<file path="src/rtl/amlfc_pkg.sv">
package amlfc_pkg;

	// ------------------------------------------------------------
	// Field layout of the low mode byte.
	// ------------------------------------------------------------
	localparam int MODE_ZERO_BIT = 6;
	localparam int RANGE_HI = 5;
	localparam int RANGE_LO = 4;
	localparam int CLOCK_OUTPUT_DISABLE_BIT = 3;
	localparam int BURNOUT_BIT = 2;
	localparam int CHAN_HI = 1;
	localparam int CHAN_LO = 0;

	// ------------------------------------------------------------
	// Reset values and codes.
	// ------------------------------------------------------------
	localparam logic [1:0] RANGE_RESET = 2'h3;
	localparam logic [1:0] RANGE_WIDEST = 2'h3;
	localparam logic [1:0] CHAN_RESET = 2'h0;
	localparam logic [1:0] CHAN_NOISE = 2'h2;
	localparam logic [1:0] CHAN_PAIR2 = 2'h3;
	localparam logic [1:0] CHAN_PAIR0 = 2'h0;
	localparam logic [1:0] CHAN_PAIR1 = 2'h1;
	localparam logic [1:0] CAL_PAIR0 = 2'h0;
	localparam logic [1:0] CAL_PAIR1 = 2'h1;
	localparam logic [1:0] CAL_PAIR2 = 2'h2;
	localparam logic [7:0] DAC_NO_OFFSET = 8'h20;
	localparam logic [7:0] READBACK_RESET = 8'h30;

	// Analog span selected by the range field.
	typedef enum logic [1:0] {
		AMLFC_SPAN_10MV,
		AMLFC_SPAN_20MV,
		AMLFC_SPAN_40MV,
		AMLFC_SPAN_80MV
	} amlfc_span_t;

endpackage

</file>
<file path="src/rtl/amlfc_mode_low.sv">
`timescale 1ns/1ps
module amlfc_mode_low (
	// Clock and reset.
	input wire logic clk,
	input wire logic srst,
	// Mode byte write from the serial interface.
	input wire logic mode_wr,
	input wire logic [7:0] mode_wdata,
	input wire logic polarity_unipolar,
	input wire logic [7:0] offset_dac,
	// Clock source strap and master clock.
	input wire logic clk_src_crystal,
	input wire logic mclk_in,
	// Decoded controls.
	output amlfc_pkg::amlfc_span_t input_range_select,
	output logic unipolar_coding,
	output logic offset_applied,
	output logic mclk_out,
	output logic conv_clock_run,
	output logic burnout_source_en,
	output logic burnout_sink_en,
	output logic [1:0] channel_select,
	output logic noise_short,
	output logic [1:0] cal_pair,
	output logic [7:0] mode_readback
);
	import amlfc_pkg::*;

	// ------------------------------------------------------------
	// Helpers.
	// ------------------------------------------------------------

	// Maps a channel code to its calibration pair.
	function automatic logic [1:0] pair_of(input logic [1:0] ch);
		unique case (ch)
			CHAN_PAIR0: pair_of = CAL_PAIR0;
			CHAN_PAIR1: pair_of = CAL_PAIR1;
			CHAN_NOISE: pair_of = CAL_PAIR0;
			CHAN_PAIR2: pair_of = CAL_PAIR2;
		endcase
	endfunction

	// Synchronisers for the clock source and master clock pins.
	logic [1:0] src_sync;
	logic [1:0] mclk_sync;
	logic [1:0] next_src_sync;
	logic [1:0] next_mclk_sync;

	// Stored fields.
	logic [1:0] range_q;
	logic clock_output_disable_q;
	logic burnout_q;
	logic [1:0] chan_q;
	logic [1:0] next_range_q;
	logic next_clock_output_disable_q;
	logic next_burnout_q;
	logic [1:0] next_chan_q;

	// Registered outputs' next values.
	amlfc_span_t next_input_range_select;
	logic next_unipolar_coding;
	logic next_offset_applied;
	logic next_mclk_out;
	logic next_conv_clock_run;
	logic next_burnout_source_en;
	logic next_burnout_sink_en;
	logic [1:0] next_channel_select;
	logic next_noise_short;
	logic [1:0] next_cal_pair;
	logic [7:0] next_mode_readback;

	// ------------------------------------------------------------
	// Field storage.
	// ------------------------------------------------------------

	// Fields load on a write and hold otherwise.
	always_comb begin
		// The two-flop chains shift one stage per edge.
		next_src_sync = {src_sync[0], clk_src_crystal};
		next_mclk_sync = {mclk_sync[0], mclk_in};
		// Without a write every field keeps its value.
		next_range_q = range_q;
		next_clock_output_disable_q = clock_output_disable_q;
		next_burnout_q = burnout_q;
		next_chan_q = chan_q;
		if (mode_wr) begin
			// The reserved zero bit is ignored; the host keeps it clear.
			next_range_q = mode_wdata[RANGE_HI:RANGE_LO];
			next_clock_output_disable_q = mode_wdata[CLOCK_OUTPUT_DISABLE_BIT];
			next_burnout_q = mode_wdata[BURNOUT_BIT];
			next_chan_q = mode_wdata[CHAN_HI:CHAN_LO];
		end
	end

	// Registers the fields; reset returns them to defaults.
	always_ff @(posedge clk) begin
		if (srst) begin
			// Fields return to their defaults.
			src_sync <= 2'h0;
			mclk_sync <= 2'h0;
			range_q <= RANGE_RESET;
			clock_output_disable_q <= 1'b0;
			burnout_q <= 1'b0;
			chan_q <= CHAN_RESET;
		end else begin
			src_sync <= next_src_sync;
			mclk_sync <= next_mclk_sync;
			range_q <= next_range_q;
			clock_output_disable_q <= next_clock_output_disable_q;
			burnout_q <= next_burnout_q;
			chan_q <= next_chan_q;
		end
	end

	// ------------------------------------------------------------
	// Output decode.
	// ------------------------------------------------------------

	// Computes every control output from the stored fields, coding and offset from their pins, clock pin and run flag also from the synchronised pins.
	always_comb begin
		// Span and output coding.
		next_input_range_select = amlfc_span_t'(range_q);
		next_unipolar_coding = polarity_unipolar;
		next_offset_applied = (offset_dac != DAC_NO_OFFSET);
		// Clock pin and conversion clock.
		next_mclk_out = clock_output_disable_q ? 1'b0 : mclk_sync[1];
		// A crystal stops with the pin; an external clock does not.
		next_conv_clock_run = !(clock_output_disable_q && src_sync[1]);
		// Both burnout currents switch together.
		next_burnout_source_en = burnout_q;
		next_burnout_sink_en = burnout_q;
		// Channel, noise test and calibration pair.
		next_channel_select = chan_q;
		next_noise_short = (chan_q == CHAN_NOISE);
		next_cal_pair = pair_of(chan_q);
		// Readback shows the stored fields; the two top bits read zero.
		next_mode_readback = 8'h00;
		next_mode_readback[RANGE_HI:RANGE_LO] = range_q;
		next_mode_readback[CLOCK_OUTPUT_DISABLE_BIT] = clock_output_disable_q;
		next_mode_readback[BURNOUT_BIT] = burnout_q;
		next_mode_readback[CHAN_HI:CHAN_LO] = chan_q;
	end

	// Registers the outputs.
	always_ff @(posedge clk) begin
		if (srst) begin
			// Outputs start in the state that the reset fields decode to.
			input_range_select <= AMLFC_SPAN_80MV;
			unipolar_coding <= 1'b0;
			offset_applied <= 1'b0;
			mclk_out <= 1'b0;
			conv_clock_run <= 1'b1;
			burnout_source_en <= 1'b0;
			burnout_sink_en <= 1'b0;
			channel_select <= CHAN_RESET;
			noise_short <= 1'b0;
			cal_pair <= CAL_PAIR0;
			mode_readback <= READBACK_RESET;
		end else begin
			// Each output follows its next value.
			input_range_select <= next_input_range_select;
			unipolar_coding <= next_unipolar_coding;
			offset_applied <= next_offset_applied;
			mclk_out <= next_mclk_out;
			conv_clock_run <= next_conv_clock_run;
			burnout_source_en <= next_burnout_source_en;
			burnout_sink_en <= next_burnout_sink_en;
			channel_select <= next_channel_select;
			noise_short <= next_noise_short;
			cal_pair <= next_cal_pair;
			mode_readback <= next_mode_readback;
		end
	end

	// ------------------------------------------------------------
	// Checks.
	// ------------------------------------------------------------

	// The stored disable bit forces the clock pin low on the next edge.
	a_clk_pin_low: assert property (@(posedge clk) disable iff (srst)
		clock_output_disable_q |=> !mclk_out) else $error("clock pin not low");

	// A written range reaches the span output two edges after the write.
	a_range_write: assert property (@(posedge clk) disable iff (srst)
		mode_wr |=> ##1 input_range_select ==
		amlfc_span_t'($past(mode_wdata[RANGE_HI:RANGE_LO], 2)))
		else $error("range not applied");

	// Reset returns the range field to the widest span.
	a_reset_range: assert property (@(posedge clk)
		srst |=> range_q == RANGE_WIDEST) else $error("range reset wrong");

	// An external clock keeps the conversion clock running.
	a_ext_clk_runs: assert property (@(posedge clk) disable iff (srst)
		!src_sync[1] |=> conv_clock_run) else $error("ext clock stopped");

	// A crystal with the pin disabled stops conversions.
	a_xtal_stops: assert property (@(posedge clk) disable iff (srst)
		src_sync[1] && clock_output_disable_q |=> !conv_clock_run) else $error("crystal ran");

	// Both burnout currents follow the stored bit one edge later.
	a_burnout_pair: assert property (@(posedge clk) disable iff (srst)
		1'b1 |=> burnout_source_en == $past(burnout_q) &&
		burnout_sink_en == $past(burnout_q)) else $error("burnout mismatch");

	// Without a write the channel field holds.
	a_chan_hold: assert property (@(posedge clk) disable iff (srst)
		!mode_wr |=> chan_q == $past(chan_q)) else $error("channel drifted");

	// The noise test code shorts the input and uses pair zero.
	a_noise_short: assert property (@(posedge clk) disable iff (srst)
		chan_q == CHAN_NOISE |=> noise_short && cal_pair == CAL_PAIR0)
		else $error("noise mode wrong");

	// Channel code three uses calibration pair two.
	a_pair_two: assert property (@(posedge clk) disable iff (srst)
		chan_q == CHAN_PAIR2 |=> cal_pair == CAL_PAIR2) else $error("pair 2 wrong");

	// The neutral offset code reports no offset applied.
	a_offset_none: assert property (@(posedge clk) disable iff (srst)
		offset_dac == DAC_NO_OFFSET |=> !offset_applied) else $error("offset wrong");

	// The unipolar pin selects straight binary coding on the next edge.
	a_coding_follow: assert property (@(posedge clk) disable iff (srst)
		polarity_unipolar |=> unipolar_coding) else $error("coding not unipolar");

endmodule // amlfc_mode_low

</file>
<file path="config.mk">
export PLATFORM = sky130hd
export DESIGN_NAME = amlfc_mode_low
export DESIGN_NICKNAME = d
export VERILOG_FILES = /design/src/rtl/amlfc_pkg.sv /design/src/rtl/amlfc_mode_low.sv
export SDC_FILE = /design/constraint.sdc
export NUM_CORES = 1
export LEC_CHECK = 0
export BUFFER_PORTS_ARGS = -buffer_cell sky130_fd_sc_hd__buf_4
export CORE_MARGIN = 4
export CORE_UTILIZATION = 44
export DETAILED_ROUTE_END_ITERATION = 10
export GPL_TIMING_DRIVEN = 0
export PLACE_DENSITY_LB_ADDON = 0.05
export SYNTH_ARGS = -nofsm -noshare
export SYNTH_HDL_FRONTEND = slang
export SYNTH_SLANG_ARGS = --single-unit
export TNS_END_PERCENT = 10
</file>
<file path="constraint.sdc">
create_clock -name clk -period 1.4 [get_ports clk]
set_input_delay 0.14 -clock clk [delete_from_list [all_inputs] [get_ports clk]]
set_output_delay 0.14 -clock clk [all_outputs]
set_load 0.02 [all_outputs]
</file>
### After elaboration in Yosys (flattened, before gate mapping)

Cells that the tools add are included.

* output and inout port bits: 21
* register bits after elaboration: 30
* bits of input ports: 22
* word-level logic and storage cells: 27

* mux-type cells: 1
* reduce and logical (&&, ||, !) cells: 5
* equal/unequal tests: 4

Operator list (number)
* 8-bit by 6-bit inequality test with 1-bit output, second input constant: 1
* 2-bit case mux with 3 select lines: 1
* 2-bit == test, second input constant: 2
* 2-bit OR reduction: 2
* 2-bit by 1-bit == test with 1-bit output, second input constant: 1
* 2-bit logical NOT: 1
* 1-bit logical AND: 1
* 1-bit logical NOT: 1

### Logic depth before layout (Yosys ltp)

Gate-level depths: netlist of run 1.

* depth in word-level cells: 3
* gate-level depth with buffers: 3
* gate-level depth less buffers: 2

### Worst setup path after synthesis of run 1

Ideal clock, no wire load.

* path kind: register to output
* start: reg, netlist name mode_readback[2]
* end: out burnout_source_en
* stages on the path, launching flop included: 2
* data arrival time: 0.617 ns
* path buffers: 1
* required time: 1.260 ns
* setup slack: 0.643 ns
* cells stage by stage: dfxtp_1 -> buf_4

RTL lines
* end: declaration: RTL line amlfc_mode_low.sv:20 `output logic burnout_source_en,`

### Worst setup path in the final report of run 1

* start: reg mode_readback[2]
* end: out mode_readback[2]

RTL lines
* start: declaration: RTL line amlfc_mode_low.sv:25 `output logic [7:0] mode_readback`
* start signal: assignment: RTL line amlfc_mode_low.sv:171 `mode_readback <= next_mode_readback;`

No word-level cell between the ends.

==> flow_summary.toml, run 1 <==
[outcome]
run_status = "finished clean"

[power]
power_density_nw_per_um2 = 1060
switching_share = 0.229
p_clk_frac = 0.250
intPower_mw = 0.886
pwr-share-seq = 0.606
comb_power_share = 0.144
total_leakage_power_nw = 0.528
ir_drop_v = 0.000673
p_total_mw = 1.15
p_sw_mw = 0.262

[worst_setup_path]
endpoint_kind = "output port"
crit_type = "flip-flop to output port"
required_ns = 1.26
worstPathMaxFanout = 3
cp_data_arrival_time_ns = 0.91
start_kind = "flip-flop"

[synth]
ys_seq_elements = 23
netlist_area_sq_um = 762
yosysSeqAreaShare = 0.604
synth_edf_count = 0
avgSynthCellArea_sq_um = 11.5
synthCells = 66
ys_warn_count = 0
synth-async-reset-ratio = 0
netlist-cell-type-count = 18
ys.flop_type = "dfxtp_1"

[die]
die_area_sq_um = 2460
fp.dieH_microns = 49.6
initial_utilization = 0.483
ios = 43
fp.dieW_microns = 49.6
num_rows = 14
core_region_area_sq_um = 1580

[placement]
dp.cells = 119
placed_cell_area_sq_um = 1060
gp_congestion = 0.673
pre_cts_slack_ns = 0.625
place_hpwl_microns = 1060
io_buffers = 36

[clocking]
ctsResizeCount = 0
cts.sinks = 23
clock_latency_ns = 0.30
cts-htree-levels = 1
numCtsBuffers = 3
clk_path_buf_depth = 2
cts_setup_buffers = 0
cts_hold_buf = 0
path_clk_slew_ns = 0.12
cts_tree = "done"
cts_root_buf = "clkbuf_4"

[timing]
finalHoldViolations = 0
timing.final.max_slew_violations = 0
fin_ws_ns = 0.353
fin_crit_ns = 1.05
fmax_mhz = 955
setup-violations-final = 0
timing.final.crit_share = 0.748
rsz0062_at_grt = "false"
finalSetupTns_ns = 0
worst_clock_skew_ns = 0.00362
fin_hold_ws_ns = 0.0369

[flow_run]
maxCapViolCount = 0

[drt]
drc_errors = 0
num_vias = 558
antenna_left = 0
drtPass1Iterations = 3
wl_per_cell_microns = 10.7
vias_per_cell = 4.54
drt-initial-drc-count = 2
wl_microns = 1310

[finish]
nFillCells = 148
drive_gt1_frac = 0.486
fin_nets = 130
instances_no_fill = 123
multiInputGateArea_sq_um = 214
final_util = 0.687
diodes = 0
final_cell_area_sq_um = 1080
syn2layout_area_growth_pct = 42.2
seqCellArea_sq_um = 460

[global_routing]
antenna_found_initial = 0
grt_max_degree = 14
grt_pass1_vias = 514
track_usage = 0.104
grt_pass1_wl_microns = 1980
grt.overflow.total = 0

[hold_path]
hp-class = "input pin to flip-flop"
-- registers in the layout, summed over array words and instances, names as in the netlist, 2 cells and up --
| name | cells |
|---|---|
| input_range_select | 2 |
| src_sync | 2 |
| cal_pair | 2 |
| next_input_range_select | 2 |
| mode_readback | 3 |
| chan_q | 2 |
| mclk_sync | 2 |
-- cell families (layout without fill, tap and decap cells) --
family	count (synthesis)	in the layout	share of synthesized area
and+or+nand+nor	24	24	0.189
muxes	4	4	0.0525
buffers and inverters	11	51	0.120
DFF	23	23	0.604
other	1	2	0.00492
AOI/OAI and AO/OA	3	3	0.0296
-- per-layer routing --
layer | track usage | up-vias | wire [microns]
li1 | - | 282 | -
met1 | 0.103 | 254 | 471
met2 | 0.198 | 22 | 723
met3 | 0.0211 | 0 | 119
met4 | 0.0553 | 0 | 0
met5 | 0 | - | 0
-- cells in the mapped netlist, types with 2 or more instances --
cell / number / area, sq um
mux2i_1: 4 / 40.0
nor2_1: 4 / 15.0
a211o_1: 2 / 17.5
dfxtp_1: 23 / 460
nor2b_1: 12 / 75.1
buf_4: 8 / 60.1
or2_1: 2 / 12.5
-- critical path, cell delays in order (launching register included) --
cell and delay [ns]:
dfxtp_1 0.34, buf_4 0.13, buf_4 0.15
-- final timing paths --
check	startpoint	end	slack, ns	cells past startpoint
worst max register to register	next_input_range_select[1]	next_input_range_select[1]	0.65	2
worst max-delay path	mode_readback[2]	mode_readback[2]	0.35	2
worst min-delay path	mode_wdata[4]	next_input_range_select[0]	0.04	2
worst min register to register	src_sync[1]	conv_clock_run	0.38	1
-- power groups by stage --
stage,combinational [mW],clock (mW),sequential (mW)
6_report,0.165,0.288,0.695
5_1_grt,0.179,0.325,0.699
4_1_cts,0.167,0.300,0.696
3_5_place_dp,0.167,0,0.711
3_3_place_gp,0.164,0,0.710
2_1_floorplan,0.0746,0,0.726
-- layout by cell type (no fill, tap or decap) --
master	synthesis	final
nor4_1	1	1
buf_8	1	1
and2_1	1	1
nor2b_1	12	12
nand2_1	1	1
nor3b_1	1	1
buf_6	1	1
mux2i_1	4	4
buf_4	8	44
or2_1	2	2
clkinv_2	0	1
dfxtp_1	23	23
clkbuf_4	0	3
a21oi_1	1	1
nor2b_2	1	1
conb_1	1	2
nor2_1	4	4
nor4b_1	1	1
a211o_1	2	2
buf_2	1	1
-- cell type report --
type                    instances  area share
clock inverters                 1     0.00462
flip-flops and latches         23       0.425
multi-input cells              33       0.197
clock buffers                   3      0.0208
repair buffers                 36       0.249
plain buffers                  11      0.0843
well taps                      16      0.0185
No activity file was read; power rests on OpenSTA's default activity.
==> inputs of run 2 (changes only) <==
--- a/config.mk
+++ b/config.mk
@@ -7,7 +7,7 @@
 export LEC_CHECK = 0
 export BUFFER_PORTS_ARGS = -buffer_cell sky130_fd_sc_hd__buf_4
 export CORE_MARGIN = 4
-export CORE_UTILIZATION = 44
+export CORE_UTILIZATION = 41
 export DETAILED_ROUTE_END_ITERATION = 10
 export GPL_TIMING_DRIVEN = 0
 export PLACE_DENSITY_LB_ADDON = 0.05
==> constraint.sdc (replaced) <==
create_clock -name clk -period 1 [get_ports clk]
set_input_delay 0.1 -clock clk [delete_from_list [all_inputs] [get_ports clk]]
set_output_delay 0.1 -clock clk [all_outputs]
set_load 0.02 [all_outputs]
==> run 2 against run 1 <==
Non-clock buffer count up 5; clock power up 39%; count of clock-buffer cells in the layout unchanged; combinational power up 58%; die area up 6.1%; sequential share of layout area down 3.5 points; global-route usage up 1.5 points; register-to-register slack worse by 0.41 ns; clock skew down 0.00066 ns; total power up 43%; first-iteration DRC count up 50%; cell count up 11%; largest cell class unchanged.
==> flow_summary.toml, run 2 (synthesis results as in run 1) <==
[worst_setup_path]
crit_family = "flip-flops"
crit_buf_inv = 2
endpoint = "burnout_source_en"
cp.depth = 2
r2r_end = "next_input_range_select[0]"
cp_data_arrival_time_ns = 0.88
crit_path_max_incr_delay_ns = 0.35
crit_type = "flip-flop to output port"
endpoint_kind = "output port"
required_ns = 0.90
crit_chain = "buf_6 > buf_6"
cp_slowest_cell = "dfxtp_2"
start_kind = "flip-flop"
cpMostUsedCell = "buf_6"
startpoint = "mode_readback[2]"
r2r-start = "next_input_range_select[0]"
worstPathMaxFanout = 3
r2r_slack_ns = 0.24
reg2regPathDepth = 2

[clocking]
numCtsBuffers = 3
cts_tree = "done"
path_clk_slew_ns = 0.11
cts_setup_buffers = 0
clock_latency_ns = 0.30
cts.sinks = 23
cts-htree-levels = 1
cts_root_buf = "clkbuf_4"
clk_path_buf_depth = 2

[die]
die_area_sq_um = 2610
num_rows = 15
initial_utilization = 0.437
ios = 43
fp.dieH_microns = 51.1
fp.dieW_microns = 51.1
core_region_area_sq_um = 1750

[power]
switching_share = 0.227
p_sw_mw = 0.371
intPower_mw = 1.27
p_clk_frac = 0.244
comb_power_share = 0.160
total_leakage_power_nw = 0.569
power_density_nw_per_um2 = 1370
pwr-share-seq = 0.597
ir_drop_v = 0.00100

[finish]
diodes = 0
instances_no_fill = 137
largest_reg_flops = 3
largest-register = "mode_readback"
nFillCells = 154
layout_common_cells = "32 x buf_4, 18 x dfxtp_1, 12 x buf_6, 12 x nor2b_1"
final_util = 0.686
fin_nets = 135
final_common_cell = "buf_4"
drive_gt1_frac = 0.500
syn2layout_area_growth_pct = 57.1

[hold_path]
hp-class = "input pin to flip-flop"
hold_depth = 3

[timing]
fmax_mhz = 1020
fin_hold_ws_ns = 0.0300
worst_clock_skew_ns = 0.00296
timing.final.max_slew_violations = 0
finalHoldViolations = 0
rsz0062_at_grt = "true"
timing.final.crit_share = 0.977
fin_crit_ns = 0.977
setup-violations-final = 0

[flow_run]
maxCapViolCount = 0

[drt]
antenna_left = 0
wl_per_cell_microns = 9.98
wl_microns = 1370
drt-initial-drc-count = 3
drtPass1Iterations = 2
num_vias = 571
vias_per_cell = 4.17
drc_errors = 0

[global_routing]
antenna_found_initial = 0
track_usage = 0.119
grt_pass1_wl_microns = 2300
grt_pass1_vias = 569
grt_max_degree = 14
grt.overflow.total = 0

[placement]
dp.cells = 128
gp_congestion = 0.654
io_buffers = 36

[outcome]
run_status = "finished clean"
## run 2: how the worst min path moves through the flow
stage / startpoint / end / slack, ns
after floorplan: mode_wdata[4] / next_input_range_select[0] / 0.22
after global placement: mode_wdata[4] / next_input_range_select[0] / 0.31
after detailed placement: mode_wdata[5] / next_input_range_select[1] / 0.31
after CTS: mode_wdata[2] / burnout_q / 0.02
after global routing: mode_wdata[3] / clock_output_disable_q / 0.03
final: mode_wdata[0] / chan_q[0] / 0.03
## run 2: repair_timing
| item | 4_1_cts | 5_1_grt |
|---|---|---|
| pin swaps | 0 | 0 |
| setup endpoints to repair | 6 | 8 |
| endpoints found under the hold margin | 9 | 0 |
| resized for setup | 3 | 14 |
| hold buffers | 6 | 0 |
## run 2: metal layers
metal  track usage  share of wire  vias to the layer above
met4        0.0673          0.012                        0
met5             0              0                        -
met2         0.210           0.53                       22
li1              -              -                      292
met1         0.126           0.38                      255
met3        0.0321          0.075                        2
## run 2: cell type report
class,count,area [sq um],share of cell area
buffer,10,103,0.0857
clock buffer,3,22.5,0.0188
clock inverter,1,5.00,0.00418
multi-input combinational,33,214,0.179
sequential,23,467,0.390
tap,25,31.3,0.0261
timing repair buffer,42,355,0.297
## run 2: metrics by stage
stage	power, mW	cell area [sq um]	TNS [ns]	setup WS (ns)
4_1_cts	1.65	1160	-0.0481	-0.0137
5_1_grt	1.74	1200	-0.0996	-0.0297
3_3_place_gp	1.22	1070	0	0.269
6_report	1.64	1200	0	0.0231
3_5_place_dp	1.23	1070	0	0.231
2_1_floorplan	1.12	766	0	0.282
## run 2: worst register-to-register path, cell delays in order (launching register included)
cell     delay, ns
dfxtp_1       0.32
nor2b_1       0.12
a211o_1       0.22
## run 2: power by group through the flow
stage | clock network (mW) | registers, mW | logic, mW
2_1_floorplan | 0 | 1.02 | 0.104
4_1_cts | 0.426 | 0.974 | 0.254
5_1_grt | 0.477 | 0.983 | 0.283
3_3_place_gp | 0 | 0.993 | 0.229
3_5_place_dp | 0 | 0.995 | 0.233
6_report | 0.400 | 0.977 | 0.261
